$ cat src/ssap_map.svh
`ifndef SSAP_MAP_SVH
`define SSAP_MAP_SVH

// ----------------------------------------
// Bit positions within a channel half
// ----------------------------------------
`define SSAP_LJ_START  6'h00
`define SSAP_DLY_START 6'h01
`define SSAP_RJ_START  6'h10
`define SSAP_POS_MAX   6'h3f

// ----------------------------------------
// Synchroniser fill count before edges count
// ----------------------------------------
`define SSAP_SYNC_FULL 2'h3

// ----------------------------------------
// Default word widths
// ----------------------------------------
`define SSAP_IN_WIDTH  16
`define SSAP_OUT_WIDTH 24

`endif

$ cat src/ssap_pkg.sv
package ssap_pkg;

	// ----------------------------------------
	// Framing formats, code is {sel_a, sel_b}
	// ----------------------------------------
	typedef enum logic [1:0] {
		ssap_fmt_lj     = 2'b00,
		ssap_fmt_lj_dly = 2'b01,
		ssap_fmt_rj     = 2'b10,
		ssap_fmt_ws     = 2'b11
	} ssap_fmt_t;

endpackage : ssap_pkg

$ cat src/ssap_sync.sv
`timescale 1ns/1ps
`default_nettype none
`include "ssap_map.svh"

module ssap_sync #(
	parameter int N = 1
) (
	input  wire logic         mclk,
	input  wire logic         rst_b,
	input  wire logic [N-1:0] pin,
	output logic      [N-1:0] level,
	output logic      [N-1:0] rise,
	output logic      [N-1:0] fall
);
	logic [N-1:0] meta;
	logic [N-1:0] prev;
	logic [1:0]   fill;

	// First stage is read only by the second
	always_ff @(posedge mclk) begin
		if (!rst_b) begin
			meta  <= '0;
			level <= '0;
			prev  <= '0;
		end else begin
			meta  <= pin;
			level <= meta;
			prev  <= level;
		end
	end

	// Edges held off until all three stages carry the pin, so a pin
	// resting high gives no false edge after reset
	always_ff @(posedge mclk) begin
		if (!rst_b)
			fill <= '0;
		else if (fill != `SSAP_SYNC_FULL)
			fill <= fill + 2'h1;
	end

	assign rise = (fill == `SSAP_SYNC_FULL) ? (level & ~prev) : '0;
	assign fall = (fill == `SSAP_SYNC_FULL) ? (~level & prev) : '0;

endmodule : ssap_sync

`default_nettype wire

$ cat src/ssap_rx.sv
`timescale 1ns/1ps
`default_nettype none
`include "ssap_map.svh"

module ssap_rx
	import ssap_pkg::*;
#(
	parameter int W = `SSAP_IN_WIDTH
) (
	input  wire logic         mclk,
	input  wire logic         rst_b,
	input  wire logic         evt,
	input  wire logic         lr,
	input  wire logic         ws,
	input  wire logic         din,
	input  wire ssap_fmt_t    fmt,
	output logic      [W-1:0] left,
	output logic      [W-1:0] right,
	output logic              valid
);
	localparam int CW = $clog2(W + 1);

	logic          lr_at;
	logic          ws_at;
	logic [5:0]    pos;
	logic [5:0]    next_pos;
	logic          going;
	logic [CW-1:0] cnt;
	logic [W-1:0]  sh;
	logic          turn;
	logic          ws_up;
	logic          start_now;

	assign turn  = evt && (lr != lr_at);
	assign ws_up = evt && ws && !ws_at;

	always_comb begin
		next_pos = turn ? `SSAP_LJ_START : pos;
		if (!turn && pos != `SSAP_POS_MAX)
			next_pos = pos + 6'h01;
	end

	always_comb begin
		unique case (fmt)
			ssap_fmt_lj:     start_now = turn;
			ssap_fmt_lj_dly: start_now = evt && next_pos == `SSAP_DLY_START;
			ssap_fmt_rj:     start_now = evt && next_pos == `SSAP_RJ_START;
			ssap_fmt_ws:     start_now = ws_up;
		endcase
	end

	// ----------------------------------------
	// Bit capture, MSB first
	// ----------------------------------------
	always_ff @(posedge mclk) begin
		if (!rst_b) begin
			lr_at <= 1'b0;
			ws_at <= 1'b0;
			pos   <= `SSAP_LJ_START;
			going <= 1'b0;
			cnt   <= '0;
			sh    <= '0;
		end else if (evt) begin
			lr_at <= lr;
			ws_at <= ws;
			pos   <= next_pos;
			if (start_now) begin
				going <= 1'b1;
				cnt   <= CW'(1);
				sh    <= {{(W-1){1'b0}}, din};
			end else if (turn) begin
				going <= 1'b0;
				cnt   <= '0;
			end else if (going && cnt < CW'(W)) begin
				cnt <= cnt + CW'(1);
				sh  <= {sh[W-2:0], din};
			end
		end
	end

	// ----------------------------------------
	// Word close at channel change
	// ----------------------------------------
	// Short words are zero-filled in the LSBs
	always_ff @(posedge mclk) begin
		if (!rst_b) begin
			left  <= '0;
			right <= '0;
			valid <= 1'b0;
		end else begin
			valid <= 1'b0;
			if (turn && going) begin
				if (lr_at) begin
					left <= sh << (CW'(W) - cnt);
				end else begin
					right <= sh << (CW'(W) - cnt);
					valid <= 1'b1;
				end
			end
		end
	end

	a_lj_msb: assert property (@(posedge mclk) disable iff (!rst_b)
		(turn && fmt == ssap_fmt_lj) |-> start_now)
		else $error("msb not taken at channel change");
	a_dly_msb: assert property (@(posedge mclk) disable iff (!rst_b)
		(start_now && fmt == ssap_fmt_lj_dly) |-> (!turn && pos == `SSAP_LJ_START))
		else $error("delayed msb not one bit after change");
	a_rj_msb: assert property (@(posedge mclk) disable iff (!rst_b)
		(start_now && fmt == ssap_fmt_rj) |-> pos == `SSAP_RJ_START - 6'h01)
		else $error("right-justified msb at wrong position");
	a_ws_msb: assert property (@(posedge mclk) disable iff (!rst_b)
		(start_now && fmt == ssap_fmt_ws) |-> (ws && !ws_at))
		else $error("strobe-mode word not started at strobe rise");

endmodule : ssap_rx

`default_nettype wire

$ cat src/ssap_ports.sv
// What this block does
// - Output sends two channels MSB first, 4-24 bits.
// - Output tolerates gated or burst bit clock.
// - Word strobe acts at rising edge only.
// - Input samples on edge chosen by polarity.
// - Input left-justified, no delay or one-bit delay.
// - Input right-justified MSB sixteen bits after change.
// - Input strobe mode starts word at strobe rise.
// - Output framing follows its format select code.
// - Output strobe mode starts word at strobe rise.
// - Output changes on launch edge per polarity.
// - Mute forces every output bit to zero.
`timescale 1ns/1ps
`default_nettype none
`include "ssap_map.svh"

module ssap_ports
	import ssap_pkg::*;
#(
	parameter int IN_W  = `SSAP_IN_WIDTH,
	parameter int OUT_W = `SSAP_OUT_WIDTH
) (
	input  wire logic             mclk,
	input  wire logic             rst_b,
	input  wire logic             in_bit_clock,
	input  wire logic             in_channel_clock,
	input  wire logic             in_word_strobe,
	input  wire logic             in_data,
	input  wire logic             in_edge_polarity,
	input  wire logic             in_format_sel_a,
	input  wire logic             in_format_sel_b,
	output logic      [IN_W-1:0]  in_left,
	output logic      [IN_W-1:0]  in_right,
	output logic                  in_valid,
	input  wire logic             out_bit_clock,
	input  wire logic             out_channel_clock,
	input  wire logic             out_word_strobe,
	input  wire logic             out_edge_polarity,
	input  wire logic             out_format_sel_a,
	input  wire logic             out_format_sel_b,
	input  wire logic             mute,
	input  wire logic [OUT_W-1:0] out_left,
	input  wire logic [OUT_W-1:0] out_right,
	output logic                  out_take,
	output logic                  out_data
);
	localparam int TCW = $clog2(OUT_W + 1);

	logic             in_bck_rise;
	logic             in_bck_fall;
	logic             in_lr;
	logic             in_ws;
	logic             in_din;
	logic [2:0]       in_cfg;
	logic             in_smp;
	logic             out_bck;
	logic             out_bck_rise;
	logic             out_bck_fall;
	logic             out_lr;
	logic             out_ws;
	logic [2:0]       out_cfg;
	logic             mute_s;
	ssap_fmt_t        tx_fmt;
	logic             tx_launch;
	logic             tx_lr;
	logic             tx_ws;
	logic [5:0]       tx_pos;
	logic [5:0]       tx_next_pos;
	logic             tx_turn;
	logic             tx_ws_up;
	logic             tx_start;
	logic             tx_drive;
	logic [TCW-1:0]   tx_cnt;
	logic [OUT_W-1:0] tx_sh;
	logic [OUT_W-1:0] tx_hold;
	logic [OUT_W-1:0] tx_word;
	logic             tx_bit;

	// ----------------------------------------
	// Pin synchronisers
	// ----------------------------------------
	// Clocks are sampled, not used as clocks: bit clock must stay
	// well below a sixth of mclk for the launch to meet capture
	ssap_sync #(.N(1)) u_in_bck (
		.mclk  (mclk),
		.rst_b (rst_b),
		.pin   (in_bit_clock),
		.level (),
		.rise  (in_bck_rise),
		.fall  (in_bck_fall)
	);
	ssap_sync #(.N(1)) u_in_lr (
		.mclk  (mclk),
		.rst_b (rst_b),
		.pin   (in_channel_clock),
		.level (in_lr),
		.rise  (),
		.fall  ()
	);
	ssap_sync #(.N(1)) u_in_ws (
		.mclk  (mclk),
		.rst_b (rst_b),
		.pin   (in_word_strobe),
		.level (in_ws),
		.rise  (),
		.fall  ()
	);
	ssap_sync #(.N(1)) u_in_din (
		.mclk  (mclk),
		.rst_b (rst_b),
		.pin   (in_data),
		.level (in_din),
		.rise  (),
		.fall  ()
	);
	ssap_sync #(.N(3)) u_in_cfg (
		.mclk  (mclk),
		.rst_b (rst_b),
		.pin   ({in_edge_polarity, in_format_sel_a, in_format_sel_b}),
		.level (in_cfg),
		.rise  (),
		.fall  ()
	);
	ssap_sync #(.N(1)) u_out_bck (
		.mclk  (mclk),
		.rst_b (rst_b),
		.pin   (out_bit_clock),
		.level (out_bck),
		.rise  (out_bck_rise),
		.fall  (out_bck_fall)
	);
	ssap_sync #(.N(1)) u_out_lr (
		.mclk  (mclk),
		.rst_b (rst_b),
		.pin   (out_channel_clock),
		.level (out_lr),
		.rise  (),
		.fall  ()
	);
	ssap_sync #(.N(1)) u_out_ws (
		.mclk  (mclk),
		.rst_b (rst_b),
		.pin   (out_word_strobe),
		.level (out_ws),
		.rise  (),
		.fall  ()
	);
	ssap_sync #(.N(3)) u_out_cfg (
		.mclk  (mclk),
		.rst_b (rst_b),
		.pin   ({out_edge_polarity, out_format_sel_a, out_format_sel_b}),
		.level (out_cfg),
		.rise  (),
		.fall  ()
	);
	ssap_sync #(.N(1)) u_mute (
		.mclk  (mclk),
		.rst_b (rst_b),
		.pin   (mute),
		.level (mute_s),
		.rise  (),
		.fall  ()
	);

	// ----------------------------------------
	// Input port
	// ----------------------------------------
	// Data passes the same two stages as its clock, so it is
	// sampled as it stood at the real edge
	assign in_smp = in_cfg[2] ? in_bck_fall : in_bck_rise;

	ssap_rx #(.W(IN_W)) u_rx (
		.mclk  (mclk),
		.rst_b (rst_b),
		.evt   (in_smp),
		.lr    (in_lr),
		.ws    (in_ws),
		.din   (in_din),
		.fmt   (ssap_fmt_t'(in_cfg[1:0])),
		.left  (in_left),
		.right (in_right),
		.valid (in_valid)
	);

	// ----------------------------------------
	// Output port framing
	// ----------------------------------------
	assign tx_fmt    = ssap_fmt_t'(out_cfg[1:0]);
	assign tx_launch = out_cfg[2] ? out_bck_rise : out_bck_fall;
	assign tx_turn   = tx_launch && (out_lr != tx_lr);
	assign tx_ws_up  = tx_launch && out_ws && !tx_ws;

	always_comb begin
		tx_next_pos = tx_turn ? `SSAP_LJ_START : tx_pos;
		if (!tx_turn && tx_pos != `SSAP_POS_MAX)
			tx_next_pos = tx_pos + 6'h01;
	end

	always_comb begin
		unique case (tx_fmt)
			ssap_fmt_lj:     tx_start = tx_turn;
			ssap_fmt_lj_dly: tx_start = tx_launch && tx_next_pos == `SSAP_DLY_START;
			ssap_fmt_rj:     tx_start = tx_launch && tx_next_pos == `SSAP_RJ_START;
			ssap_fmt_ws:     tx_start = tx_ws_up;
		endcase
	end

	// New channel word is picked at the change, left from the user
	// port, right from the copy taken with it
	always_comb begin
		tx_word = tx_sh;
		if (tx_turn)
			tx_word = out_lr ? out_left : tx_hold;
	end

	always_comb begin
		tx_bit = 1'b0;
		if (tx_start)
			tx_bit = tx_word[OUT_W-1];
		else if (tx_drive && !tx_turn && tx_cnt < TCW'(OUT_W))
			tx_bit = tx_sh[OUT_W-1];
	end

	// ----------------------------------------
	// Output shifter
	// ----------------------------------------
	// Advances only on launch edges, so a stopped clock just holds
	always_ff @(posedge mclk) begin
		if (!rst_b) begin
			tx_lr    <= 1'b0;
			tx_ws    <= 1'b0;
			tx_pos   <= `SSAP_LJ_START;
			tx_drive <= 1'b0;
			tx_cnt   <= '0;
			tx_sh    <= '0;
		end else if (tx_launch) begin
			tx_lr  <= out_lr;
			tx_ws  <= out_ws;
			tx_pos <= tx_next_pos;
			if (tx_start) begin
				tx_drive <= 1'b1;
				tx_cnt   <= TCW'(1);
				tx_sh    <= tx_word << 1;
			end else if (tx_turn) begin
				tx_drive <= 1'b0;
				tx_cnt   <= '0;
				tx_sh    <= tx_word;
			end else if (tx_drive && tx_cnt < TCW'(OUT_W)) begin
				tx_cnt <= tx_cnt + TCW'(1);
				tx_sh  <= tx_sh << 1;
			end else begin
				tx_drive <= 1'b0;
			end
		end
	end

	always_ff @(posedge mclk) begin
		if (!rst_b) begin
			tx_hold  <= '0;
			out_take <= 1'b0;
		end else begin
			out_take <= tx_turn && out_lr;
			if (tx_turn && out_lr)
				tx_hold <= out_right;
		end
	end

	always_ff @(posedge mclk) begin
		if (!rst_b)
			out_data <= 1'b0;
		else if (mute_s)
			out_data <= 1'b0;
		else if (tx_launch)
			out_data <= tx_bit;
	end

	// ----------------------------------------
	// Checks
	// ----------------------------------------
	a_sample_edge: assert property (@(posedge mclk) disable iff (!rst_b)
		in_smp |-> (in_cfg[2] ? !$past(in_bck_fall) : !$past(in_bck_rise)))
		else $error("input sampled twice on one edge");
	a_launch_edge: assert property (@(posedge mclk) disable iff (!rst_b)
		tx_launch |-> (out_cfg[2] ? out_bck : !out_bck))
		else $error("output launched on wrong edge");
	a_mute_zero: assert property (@(posedge mclk) disable iff (!rst_b)
		mute_s |=> !out_data)
		else $error("output not zero while muted");
	a_data_hold: assert property (@(posedge mclk) disable iff (!rst_b)
		$changed(out_data) |-> $past(tx_launch || mute_s))
		else $error("output changed without launch edge");
	a_tx_msb_pos: assert property (@(posedge mclk) disable iff (!rst_b)
		(tx_start && tx_fmt != ssap_fmt_ws) |->
			(tx_fmt == ssap_fmt_lj && tx_turn) ||
			(tx_fmt == ssap_fmt_lj_dly && !tx_turn && tx_pos == `SSAP_LJ_START) ||
			(tx_fmt == ssap_fmt_rj && !tx_turn && tx_pos == `SSAP_RJ_START - 6'h01))
		else $error("output msb at wrong position");
	a_tx_ws_start: assert property (@(posedge mclk) disable iff (!rst_b)
		(tx_launch && tx_fmt == ssap_fmt_ws && out_ws && !tx_ws) |=> tx_drive)
		else $error("strobe rise did not start word");
	a_ws_rise_only: assert property (@(posedge mclk) disable iff (!rst_b)
		(tx_start && tx_fmt == ssap_fmt_ws) |-> (out_ws && !tx_ws))
		else $error("strobe-mode word started without rise");
	a_word_len: assert property (@(posedge mclk) disable iff (!rst_b)
		(tx_launch && tx_drive && !tx_start && tx_cnt == TCW'(OUT_W)) |=> !tx_drive)
		else $error("output word longer than width");

endmodule : ssap_ports

`default_nettype wire

$ cat config.mk
export PLATFORM = sky130hd
export DESIGN_NAME = ssap_ports
export DESIGN_NICKNAME = d
export VERILOG_FILES = /design/src/ssap_pkg.sv /design/src/ssap_sync.sv /design/src/ssap_rx.sv /design/src/ssap_ports.sv
export VERILOG_INCLUDE_DIRS = /design/src /design/src/src
export SDC_FILE = /design/constraint.sdc
export NUM_CORES = 1
export LEC_CHECK = 0
export BUFFER_PORTS_ARGS = -buffer_cell sky130_fd_sc_hd__buf_4
export CORE_ASPECT_RATIO = 1.75
export CORE_MARGIN = 2
export CORE_UTILIZATION = 64
export CTS_CLUSTER_DIAMETER = 150
export DETAILED_ROUTE_END_ITERATION = 8
export GPL_TIMING_DRIVEN = 0
export PLACE_DENSITY = 0.85
export SYNTH_ARGS = -nofsm -noshare
export SYNTH_HDL_FRONTEND = slang
export SYNTH_SLANG_ARGS = --single-unit
export TNS_END_PERCENT = 50
$ cat constraint.sdc
create_clock -name mclk -period 6.81 [get_ports mclk]
set_input_delay 0.3405 -clock mclk [delete_from_list [all_inputs] [get_ports mclk]]
set_output_delay 0.3405 -clock mclk [all_outputs]
set_load 0.01 [all_outputs]
Word level (Yosys, flattened, before mapping)
Cells that the tools add are included.
- register bits after elaboration: 161
- bits in latches: 0
- RAM bits: 0
- bits in read-only memories: 0
- output and inout bits: 35
- logic and storage cells: 153
- memories kept: 0
- add/subtract/negate cells: 7
- multiply operators: 0
- div/mod/pow operators: 0
- order comparisons: 2
- equal/unequal tests: 20
- shifts and indexed selects: 1
- muxes and demuxes: 34
- bitwise gates (word level): 10
- reductions and logical operators: 37
- operators by type and width (operator ; count):
    $mux W24 ; 5
    $mux W16 ; 3
    $mux W5 ; 6
    $mux W6 ; 4
    $logic_and A1 B1 Y1 ; 18
    $shl A16 B5 Y16 ; 1
    $mux W1 ; 14
    $reduce_and A2 Y1 ; 7
    $add A6 B1 Y6 const B ; 2
    $eq A2 B2 Y1 const B ; 6
    $eq A6 B1 Y1 const B ; 2
    $eq A6 B5 Y1 const B ; 2
    $ne A6 B6 Y1 const B ; 2
    $add A5 B1 Y5 const B ; 2
    $lt A5 B5 Y1 const B ; 2
    $pmux W1 S4 ; 2
    $ne A2 B2 Y1 const B ; 3
    $not A1 Y1 ; 6
    $reduce_bool A3 Y1 ; 2
    $sub A5 B5 Y5 const A ; 1
    $add A2 B1 Y2 const B ; 2
    $and A1 B1 Y1 ; 4
    $eq A2 B1 Y1 const B ; 2
    $logic_not A1 Y1 ; 4
    6 further kinds ; 9

Depth between registers and ports, before layout
Gate-level depths: netlist of the first run.
- depth in word-level cells: 13
- gate-level depth with buffers: 13

By module
From an unflattened synthesis of the first run, not the netlist that was laid out.
- cell total of the unflattened synthesis: 1041
- area total of the unflattened synthesis: 9460.3 sq um
- modules (own cells, without submodules) (module ; times used ; cells an instance ; area each (sq um) ; sequential area each (sq um)):
    ssap_ports ; 1 ; 434 ; 3678.5 ; 1281.2
    ssap_rx ; 1 ; 399 ; 3477.1 ; 1261.2
    ssap_sync at u_in_bck ... ; 8 ; 17 ; 191.4 ; 100.1
    ssap_sync at u_in_cfg ... ; 2 ; 36 ; 386.6 ; 220.2

Least setup slack after synthesis of the first run
OpenSTA, ideal clock, no wires.
- kind: register to register
- start: register u_rx.cnt[0]
- end: register u_rx.left[10]
- setup time: 0.132 ns
- arrival: 2.881 ns
- data required time: 6.678 ns
- slack: 3.797 ns
- stages on the path, launching flop included: 13
- path buffers: 4
- clock period less this slack: 3.013 ns
- path through: dfxtp_1 -> buf_2 -> clkbuf_1 -> inv_1 -> ha_1 -> buf_1 -> clkbuf_1 -> mux4_2 -> nor3b_1 -> a21oi_1 -> nor2_1 -> nand2_1 -> a21oi_1
- longest elaborated chain between the ends: 2
- RTL lines (item ; line ; text):
    start: declaration ; ssap_rx.sv:28 ; logic [CW-1:0] cnt;
    start signal: assignment ; ssap_rx.sv:75 ; cnt <= cnt + CW'(1);
    $sub A5 B5 Y5 ; ssap_rx.sv:94 ; left <= sh << (CW'(W) - cnt);
    $shl A16 B5 Y16 ; ssap_rx.sv:94 ;
    end signal: assignment ; ssap_rx.sv:94 ;
    end: declaration ; ssap_rx.sv:17 ; output logic [W-1:0] left,
No other way between the ends.
A chain may end at the register's enable or synchronous reset.

Worst setup path after layout of the first run
- start: register u_rx.cnt[0]
- end: register u_rx.left[15]
Same word-level chain as after synthesis.

==> results of run 1 <==
[placed cells by master, fill, tap and decap left out, drive strengths merged, types with 8 or more instances in the layout]
cell	instances
a211oi	12
a21oi	65
a31oi	28
and2	34
buf	133
clkbuf	67
dfxtp	161
ha	14
inv	17
mux2	12
mux2i	89
mux4	10
nand2	198
nand3	21
nand4	8
nor2	122
nor2b	9
nor3	23
o211ai	17
o21ai	48
or4	14
[cells in the mapped netlist (3+ instances only)]
cell type / number / share of area
a22oi_1: 3 / 0.0026
a21oi_1: 64 / 0.037
nor2_1: 121 / 0.052
dfxtp_1: 161 / 0.37
nor4_1: 7 / 0.0050
a41oi_1: 5 / 0.0050
ha_1: 14 / 0.020
nand4_1: 8 / 0.0057
and3_1: 6 / 0.0043
a32oi_1: 3 / 0.0030
mux2_2: 12 / 0.015
mux4_2: 10 / 0.026
or4_1: 14 / 0.012
mux2i_1: 89 / 0.10
o311ai_0: 4 / 0.0040
nand2b_1: 3 / 0.0021
a211oi_1: 12 / 0.010
o21a_1: 3 / 0.0026
a31oi_1: 27 / 0.019
or3_1: 5 / 0.0036
a31o_2: 3 / 0.0030
xor2_1: 6 / 0.0060
clkbuf_1: 48 / 0.021
nor3b_1: 7 / 0.0060
o211ai_1: 17 / 0.015
buf_4: 9 / 0.0077
o31ai_1: 3 / 0.0026
buf_1: 4 / 0.0017
o21ai_1: 3 / 0.0017
nand3_1: 20 / 0.011
xnor2_1: 5 / 0.0050
buf_2: 17 / 0.0097
nand3b_1: 3 / 0.0026
buf_6: 5 / 0.0064
nor3_1: 21 / 0.012
nand2_1: 198 / 0.085
inv_1: 11 / 0.0047
nor2b_1: 9 / 0.0064
and2_1: 34 / 0.024
o21ai_0: 43 / 0.025
[final cells by class]
type                       instances  share of cell area
buffer                            84              0.0407
clock buffer                      19              0.0430
timing repair buffer              97              0.0707
clock inverter                    13              0.0170
tap                              174              0.0211
sequential                       161               0.313
inverter                          13             0.00473
multi-input combinational        821               0.490
[layer usage]
metal / track usage / share of wire / up-vias
li1: - / - / 4019
met1: 0.336 / 0.34 / 3988
met2: 0.697 / 0.53 / 388
met3: 0.0672 / 0.052 / 125
met4: 0.296 / 0.081 / 0
met5: 0 / 0 / -
[worst paths after layout]
path	to	slack, ps	cells past startpoint
setup / recovery	u_rx.left[15]$_SDFFE_PN0P_	2710	12
hold / removal	u_in_cfg.meta[2]$_SDFF_PN0_	120	2
setup reg to reg	u_rx.left[15]$_SDFFE_PN0P_	2710	12
hold reg to reg	u_in_cfg.level[1]$_SDFF_PN0_	430	1
[power by group through the flow]
| stage | logic, mW | clock network [mW] | registers [mW] |
|---|---|---|---|
| after global routing | 0.192 | 1.05 | 0.965 |
| after detailed placement | 0.173 | 0 | 0.985 |
| after global placement | 0.171 | 0 | 0.984 |
| after floorplan | 0.107 | 0 | 0.983 |
| after CTS | 0.175 | 1.00 | 0.964 |
| final | 0.178 | 1.01 | 0.964 |
[registers in the layout, summed over array words and instances, names as in the netlist, 5 cells and up]
| register | count |
|---|---|
| tx_hold | 24 |
| u_rx.sh | 16 |
| tx_cnt | 5 |
| u_rx.left | 16 |
| tx_sh | 24 |
| tx_pos | 6 |
| u_rx.cnt | 5 |
| u_rx.pos | 6 |
| u_rx.right | 16 |
[through the flow]
stage / hold slack, ps / total power [mW] / std cells / cell area, um2 / util
6_report: 115 / 2.15 / 1382 / 10300 / 0.770
5_1_grt: 117 / 2.21 / 1382 / 10300 / 0.770
4_1_cts: 117 / 2.14 / 1382 / 10300 / 0.770
3_5_place_dp: 419 / 1.16 / 1350 / 9690 / 0.724
3_3_place_gp: 415 / 1.16 / 1350 / 9690 / 0.724
2_1_floorplan: 373 / 1.09 / 1079 / 8740 / -
[worst register-to-register path: cells and delay by family, from the launching register on]
family / cells / cell delay, ps
and+or+nand+nor: 1 / 90
DFF: 1 / 390
muxes: 1 / 160
AOI/OAI and AO/OA: 4 / 1070
buffers and inverters: 5 / 1900
adders and majority gates: 1 / 420
[logic make-up (layout without fill, tap and decap cells)]
| kind of cell | after synthesis | after routing | synth area share |
|---|---|---|---|
| xor gates and xnor gates | 12 | 12 | 0.0129 |
| adders and majority gates | 14 | 14 | 0.0200 |
| and+or+nand+nor | 470 | 470 | 0.247 |
| buffers and inverters | 97 | 226 | 0.0535 |
| DFF | 161 | 161 | 0.369 |
| AOI/OAI and AO/OA | 214 | 214 | 0.154 |
| muxes | 111 | 111 | 0.143 |
==> metrics.md, run 1 <==
| Metric | Value |
|---|---|
| Port bufs | `just under 100` |
| Synth Cell Area | `0.00874 mm2` |
| Hold_sp | `in_edge_polarity` |
| Mapped Cells | `~1.1k` |
| Max-Cap Viols | `0` |
| DP Worst Slack | `approximately 2900 ps` |
| P_int | `roughly 1.6 mW` |
| Crit end category | `flip-flop` |
| Overflow after GRT | `0` |
| Register area share after synthesis | `0.369` |
| Async set-reset flop share out of synthesis | `0` |
| Comb power frac | `0.083` |
| Final slew viol count | `0` |
| Syn Nets | `around 1.2k` |
| Vias/cell | `~6.2` |
| FF+latch count, synth | `between 150 and 200` |
| I/O Pins | `~100` |
| Switching Fraction | `0.244` |
| Skew final | `slightly below 10 ps` |
| Net load switching power | `between 0.5 and 0.6 mW` |
| Relative slew slack | `0.359` |
| Via count | `~8.5k` |
| CP required | `a little over 7000 ps` |
| Final min period | `4100 ps` |
| Share of power burned in registers | `0.449` |
| Launch point of the worst reg-to-reg path | `u_rx.cnt[0]$_SDFFE_PN0P_` |
| # resized after CTS | `0` |
| Register area | `about 0.0032 mm2` |
| Post-CTS setup buffers | `0` |
| Final count of hold timing violations | `0` |
| CTS tree | `yes` |
| Row count | `56` |
| Drt pass-1 iters | `7` |
| Htree depth | `4` |
| Slowest cell on the critical path | `clkbuf_1` |
| Clock share of power | `0.468` |
| Die area | `about 0.015 mm2` |
| Initial antenna violation count | `0` |
| Yosys Warn Count | `0` |
| Clock slew at reported path FFs | `about 70 ps` |
| Post-synthesis cell type count | `73` |
| Crit path cell chain | `buf_2 -> clkbuf_1 -> inv_1 -> ha_1 -> buf_1 -> clkbuf_1 -> a211oi_1 -> a21oi_1 -> mux2i_1 -> a211oi_1 -> nand2_1 -> a21oi_1` |
| Hold buffer count at cts | `0` |
| Pin count of the biggest net entering global routing | `17` |
| Final-layout fill cell count | `approximately 1.0k` |
| Final net count | `1273` |
| GP Congestion | `0.996` |
| Hold WC Path Type | `in2reg` |
| Core Box Area | `roughly 0.013 mm2` |
| Number of flops mapped to enable cells by yosys | `0` |
| Clock Sinks | `between 150 and 200` |
| Setup violators final | `0` |
| Worst VDD drop | `about 140 uV` |
| CP Launch Type | `flip-flop` |
| Setup TNS | `0 ps` |
| Num CTS Buffers | `17` |
| Critical path class | `reg2reg` |
| Layout cells sized above 1 | `0.165` |
| Iter 0 DRT Violations | `about 560` |
| Largest delay share family, worst path | `buffers and inverters` |
| Slowest cell delay on critical path | `between 400 and 500 ps` |
| Slew at the pin closest to its max-slew limit | `~950 ps` |
| GRT Total Usage | `0.368` |
| Unrepaired setup endpoints after global routing | `no` |
| P_leak | `between 3 and 4 nW` |
| Clock latency on the worst-skew pair | `roughly 430 ps` |
| Clock tree buffer depth | `2` |
| Status | `finished clean` |
| FMAX | `between 200 and 250 MHz` |
| Final WS setup | `between 2000 and 3000 ps` |
| Worst Path Buf+Inv | `5` |
| First-pass GRT wire length | `41600 um` |
| Crit path launch | `u_rx.cnt[0]$_SDFFE_PN0P_` |
| Area grow syn2layout | `17.9%` |
| Area occupied by multi-input gates | `0.00505 mm2` |
| Hpwl dp | `20100 um` |
| Antenna diodes | `0` |
| Final wirelength | `roughly 27000 um` |
| Wire per inst | `roughly 19 um` |
| # DRC | `0` |
| Predominant post-synthesis flop cell | `dfxtp_1` |
| Die height | `~160 um` |
| Power Dens Cells | `209 mW/mm2` |
| Root buffer cell | `clkbuf_16` |
| Vias in the first global route | `around 8.3k` |
| Worst EP arrival | `around 4500 ps` |
| Crit Path Max Fanout | `10` |
| Die Span X | `roughly 92 um` |
| Period Utilization, post-route | `0.602` |
| Synthesized area per cell | `between 8 and 9 um2` |
| Initial Util | `0.653` |
| Routed Antenna Nets | `0` |
Note: power is estimated with default switching activity, not from simulation.
==> run 2: changes to the inputs <==
- ABC_AREA: unset -> 1
- CORE_UTILIZATION: 64 -> 53
- PLACE_DENSITY: 0.85 -> 0.76
- clock period: 6.81 -> 3.5 ns (I/O delays scaled with it)
==> run 2 against run 1 <==
Effect of this change: maximum frequency increased by 39%; largest power group unchanged; cell count increased by 15%; combinational power increased by 150%; largest cell class unchanged; critical endpoint is now u_rx.right[12]$_SDFFE_PN0P_; clock power increased by 89%; critical path depth unchanged; first-iteration DRC count decreased by 11%; total power increased by 98%; final area decreased by 3.5%; wire length decreased by 12%.
==> metrics.md, run 2 <==
| Metric | Value |
|---|---|
| Status | `finished clean` |
| Worst EP arrival | `approximately 3300 ps` |
| Synth cell count leaders | `289 x nand2_1, 187 x nor2_1, 161 x dfxtp_1` |
| Root buffer cell | `clkbuf_16` |
| Vias/cell | `~5.3` |
| Slew at the pin closest to its max-slew limit | `about 750 ps` |
| Die height | `168 um` |
| Htree depth | `4` |
| Post-synthesis cell type count | `40` |
| Predominant post-synthesis flop cell | `dfxtp_1` |
| Antenna diodes | `0` |
| Metal1 wirelength | `between 8000 and 9000 um` |
| Clock Sinks | `between 150 and 200` |
| Final slew viol count | `0` |
| # resized after CTS | `0` |
| Syn Nets | `between 1k and 1.5k` |
| Placed cell areas | `~0.0091 mm2` |
| Num CTS Buffers | `17` |
| Worst VDD drop | `303 uV` |
| Most frequent cells in the layout | `289 x nand2_1, 187 x nor2_1, 161 x dfxtp_1` |
| Final wirelength | `between 20000 and 25000 um` |
| Final instance area | `0.00995 mm2` |
| Async set-reset flop share out of synthesis | `0` |
| Relative slew slack | `0.499` |
| Post-synth top area cell | `dfxtp_1` |
| FMAX | `around 340 MHz` |
| Die Span X | `just under 100 um` |
| # DRC | `0` |
| Leading post-synthesis cells by cell area | `dfxtp_1 39%, nand2_1 13%, nor2_1 8.6%, inv_1 6.7%, nand3_1 6.5%` |
| Clock share of power | `0.449` |
| Clock tree buffer depth | `2` |
| Routed Antenna Nets | `0` |
| Share of power burned in registers | `0.447` |
| Overflow after GRT | `0` |
| DR top layer | `met4` |
| Critical path class | `reg2reg` |
| Net load switching power | `1.13 mW` |
| Via count | `around 8.3k` |
| Initial antenna violation count | `0` |
| I/O Pins | `roughly 100` |
| Die area | `0.0165 mm2` |
| Pin count of the biggest net entering global routing | `17` |
| CP required | `approximately 3800 ps` |
| P_int | `between 3 and 4 mW` |
| Register area share after synthesis | `0.394` |
| Largest registers | `tx_hold (24), tx_sh (24)` |
| Worst Hold End | `tx_hold[6]$_SDFFE_PN0P_` |
| Post-synth top area share | `0.394` |
| Max-Cap Viols | `0` |
| Final count of hold timing violations | `0` |
| Layout cells sized above 1 | `0.131` |
| Synth Cell Area | `around 0.0082 mm2` |
| Number of flops mapped to enable cells by yosys | `0` |
| Reg2Reg Setup Slack | `approximately 540 ps` |
| Period Utilization, post-route | `0.845` |
| Crit path launch | `u_rx.cnt[0]$_SDFFE_PN0P_` |
| Post-CTS setup buffers | `0` |
| CTS tree | `yes` |
| Core Box Area | `between 0.015 and 0.02 mm2` |
| GP Congestion | `approximately 0.95` |
| Hold WC Path Type | `in2reg` |
| Launch point of the worst reg-to-reg path | `u_rx.cnt[0]$_SDFFE_PN0P_` |
| Crit Path Max Fanout | `10` |
| First-pass GRT wire length | `37900 um` |
| Synthesized area per cell | `6.55 um2` |
| FF+latch count, synth | `161` |
| Clock latency on the worst-skew pair | `between 400 and 500 ps` |
| Commonest non-fill, non-tap cell in the layout | `nand2_1` |
| Power Dens Cells | `427 mW/mm2` |
| Drt pass-1 iters | `5` |
| Reg2Reg Depth | `12` |
| Clock slew at reported path FFs | `approximately 70 ps` |
| Wire length on met2 | `12900 um` |
| GRT Total Usage | `0.287` |
| RR Endpoint | `u_rx.right[12]$_SDFFE_PN0P_` |
| Final min period | `slightly below 3000 ps` |
| Final-layout fill cell count | `roughly 1.4k` |
| Initial Util | `0.537` |
| Setup violators final | `0` |
| Port bufs | `just under 100` |
| Skew final | `11.9 ps` |
| Number of cells on the worst hold path | `3` |
| Switching Fraction | `0.266` |
| Setup TNS | `0 ps` |
| Vias in the first global route | `between 8k and 9k` |
| CP Launch Type | `flip-flop` |
| Area grow syn2layout | `21.6%` |
| Hpwl dp | `roughly 17000 um` |
| Unrepaired setup endpoints after global routing | `no` |
| Hold_sp | `out_right[6]` |
| Row count | `60` |
| Most frequent cell after synthesis | `nand2_1` |
| Comb power frac | `0.105` |
| Crit end category | `flip-flop` |
| Mapped Cells | `1249` |
| Final net count | `around 1.5k` |
| P_leak | `about 4.8 nW` |
| Hold buffer count at cts | `21` |
| Wire per inst | `around 15 um` |
| Met3 WL post-DR | `about 940 um` |
| Yosys Warn Count | `0` |
| Iter 0 DRT Violations | `500` |
[run 2: cell count changes after synthesis, sizes merged, moves of 10 or more]
cell	delta
a31oi	-26
mux2i	-85
nor3	-16
buf	-12
a21oi	+33
o21ai	+58
mux2	-12
nand2	+96
mux4	-10
inv	+144
or4	-14
nand3	+88
nor2	+73
and2	-34
[run 2: final cells by class]
cell class	instances	area, um2	area share
clock inverter	14	170	0.0171
sequential	161	3220	0.324
buffer	65	285	0.0287
multi-input combinational	865	4070	0.409
inverter	158	601	0.0604
clock buffer	18	429	0.0431
timing repair buffer	118	938	0.0943
tap	186	233	0.0234
[run 2: how the worst max path moves through the flow]
stage | depth (start not counted) | end
after global placement | 12 | u_rx.right[12]$_SDFFE_PN0P_
after global routing | 14 | u_rx.right[14]$_SDFFE_PN0P_
final | 12 | u_rx.right[12]$_SDFFE_PN0P_
after detailed placement | 12 | u_rx.right[12]$_SDFFE_PN0P_
after CTS | 14 | u_rx.sh[13]$_SDFFE_PN0P_
after floorplan | 13 | u_rx.left[9]$_SDFFE_PN0P_
[run 2: kinds of logic (layout without fill, tap and decap cells)]
group	Yosys count	count (layout)	synth area share
xor+xnor	10	10	0.0107
compound gates	224	224	0.144
buf+inv	223	373	0.108
mux	4	4	0.00490
fa+ha+maj	14	14	0.0214
flops	161	161	0.394
simple gates	613	613	0.317
[run 2: routing by layer]
metal  global-route usage  vias to the layer above
met1                0.275                     3809
met3               0.0527                       79
met4                0.167                        0
li1                     -                     4215
met2                0.554                      242
met5                    0                        -
[run 2: critical path, stage by stage, from the launching register on]
cell,delay [ps]
dfxtp_1,330
buf_2,200
inv_2,110
clkbuf_1,240
ha_1,420
clkinv_1,230
clkbuf_1,280
o21ai_0,410
nand2_1,90
o211ai_1,110
o21ai_0,190
o21ai_0,190
inv_1,50
[run 2: per-stage QoR]
stage                     power [mW]   util  hold WS [ps]  worst slack [ps]  std cells
after floorplan                 2.21      -           273              1130       1249
after global placement          2.35  0.600           355               549       1532
after detailed placement        2.36  0.600           360               591       1532
after CTS                       4.27  0.653          21.2               565       1585
after global routing            4.40  0.653          29.7               295       1585
final                           4.25  0.653          28.1               543       1585
[run 2: power groups by stage]
| stage | clock, mW | combinational (mW) | sequential [mW] |
|---|---|---|---|
| 2_1_floorplan | 0 | 0.275 | 1.93 |
| 3_3_place_gp | 0 | 0.412 | 1.94 |
| 3_5_place_dp | 0 | 0.418 | 1.94 |
| 4_1_cts | 1.93 | 0.440 | 1.90 |
| 5_1_grt | 2.00 | 0.494 | 1.90 |
| 6_report | 1.91 | 0.444 | 1.90 |
==> run 3: changes to the inputs <==
- ABC_AREA: 1 -> 0
- CORE_UTILIZATION: 53 -> 59
- PLACE_DENSITY: 0.76 -> 0.79
- clock period: 3.5 -> 2.9 ns (I/O delays scaled with it)
==> run 3 against run 2 <==
Effect of this change: global-route usage is 7.7 points higher; via count is 2.8% higher; sequential power grew 19%; total power is 18% higher; critical endpoint is now tx_sh[21]$_SDFFE_PN0P_; largest power group unchanged; highest routed layer unchanged.
==> metrics.md, run 3 (synthesis results as in run 1) <==
| Metric | Value |
|---|---|
| Placed instance count | `about 1.4k` |
| Worst EP arrival | `between 3000 and 4000 ps` |
| Crit end category | `flip-flop` |
| Core Box Area | `between 0.01 and 0.015 mm2` |
| Final WS setup | `42.3 ps` |
| Setup TNS | `0 ps` |
| CP Launch Type | `flip-flop` |
| Final slew viol count | `0` |
| Initial antenna violation count | `0` |
| Final net count | `roughly 1.3k` |
| GP Congestion | `approximately 1.0` |
| Overflow after GRT | `0` |
| Util after Layout | `0.750` |
| Vias/cell | `roughly 6.0` |
| Slew at the pin closest to its max-slew limit | `roughly 730 ps` |
| Vias in the first global route | `between 8k and 9k` |
| Relative slew slack | `0.512` |
| Die Span X | `a little under 100 um` |
| Final wirelength | `about 28000 um` |
| Commonest non-fill, non-tap cell in the layout | `nand2_1` |
| Status | `finished clean` |
| Num CTS Buffers | `17` |
| Unrepaired setup endpoints after global routing | `yes` |
| Final count of hold timing violations | `0` |
| Htree depth | `4` |
| CTS tree | `yes` |
| Routed Antenna Nets | `0` |
| Area grow syn2layout | `23.8%` |
| Placed cell areas | `approximately 0.0097 mm2` |
| Die area | `0.0158 mm2` |
| Post-Layout Cell Count | `1427` |
| CP required | `roughly 3200 ps` |
| Period Utilization, post-route | `0.985` |
| FMAX | `approximately 350 MHz` |
| GRT Total Usage | `0.364` |
| Most frequent cells in the layout | `197 x nand2_1, 159 x dfxtp_1, 120 x nor2_1` |
| Clock slew at reported path FFs | `approximately 80 ps` |
| Clock latency on the worst-skew pair | `430 ps` |
| Critical path class | `reg2reg` |
| Worst VDD drop | `350 uV` |
| Root buffer cell | `clkbuf_16` |
| I/O Pins | `approximately 100` |
| First-pass GRT wire length | `43400 um` |
| Pin count of the biggest net entering global routing | `17` |
| Iter 0 DRT Violations | `a little under 500` |
| Hold WC Path Type | `in2reg` |
| Via count | `around 8.6k` |
| Row count | `between 50 and 60` |
| Total power | `~5 mW` |
| DP Worst Slack | `-900 ps` |
| Antenna diodes | `0` |
| Skew final | `16.4 ps` |
| Final instance area | `between 0.01 and 0.015 mm2` |
| Post-Route Hold Slack | `between 8 and 9 ps` |
| Die height | `roughly 170 um` |
| Setup violators final | `0` |
| Power Dens Cells | `465 mW/mm2` |
| Clock tree buffer depth | `2` |
| Hpwl dp | `20600 um` |
| Port bufs | `97` |
| Layout cells sized above 1 | `0.185` |
| Final min period | `around 2900 ps` |
| P_leak | `between 3 and 4 nW` |
| Wire per inst | `19.4 um` |
| Initial Util | `0.605` |
| Drt pass-1 iters | `7` |
| Max-Cap Viols | `0` |
| # DRC | `0` |
| Crit Path Max Fanout | `9` |
| Clock Sinks | `between 150 and 200` |
| Largest registers | `tx_hold (24), tx_sh (24)` |
-- run 3: metal layers --
metal / GRT usage / wire, um
met5: 0 / 0
met1: 0.340 / 9620
met3: 0.0584 / 998
met4: 0.272 / 2160
met2: 0.679 / 14800
-- run 3: area by class of cell --
| type | count | area [um2] |
|---|---|---|
| clock inverter | 14 | 168 |
| buffer | 83 | 454 |
| multi-input combinational | 821 | 5150 |
| clock buffer | 18 | 429 |
| tap | 180 | 225 |
| fill | 1141 | 3620 |
| inverter | 13 | 48.8 |
| sequential | 161 | 3230 |
| timing repair buffer | 137 | 1120 |
-- run 3: report_power, final --
group / internal (mW) / switching, mW / leakage, nW
Combinational: 0.211 / 0.257 / 2.36
Sequential: 2.25 / 0.0183 / 1.30
Clock: 1.30 / 1.00 / 0.287
-- run 3: what timing repair did --
| item | in CTS | in global routing |
|---|---|---|
| gates resized for setup | 12 | 38 |
| endpoints found under the hold margin | 37 | 0 |
| pin swaps | 1 | 4 |
| endpoints found under the setup margin | 50 | 67 |
| setup buffers | 1 | 2 |
| hold buffers | 37 | 0 |
| cloned | 0 | 0 |
-- run 3: path summary, 6_finish.rpt --
check	endpoint	startpoint	cells past startpoint	slack, ps
hold reg to reg	u_in_din.level$_SDFF_PN0_	u_in_din.meta$_SDFF_PN0_	1	430
setup / recovery	tx_sh[21]$_SDFFE_PN0P_	tx_lr$_SDFFE_PN0P_	8	40
setup reg to reg	tx_sh[21]$_SDFFE_PN0P_	tx_lr$_SDFFE_PN0P_	8	40
hold / removal	tx_hold[10]$_SDFFE_PN0P_	out_right[10]	3	8
-- run 3: critical path, cell delays in order, from the launching register on --
cell	delay, ps
dfxtp_1	300
buf_2	170
xnor2_1	470
o21ai_0	260
o21ai_2	510
nor2_1	70
mux4_2	470
a211o_1	340
a31oi_1	180
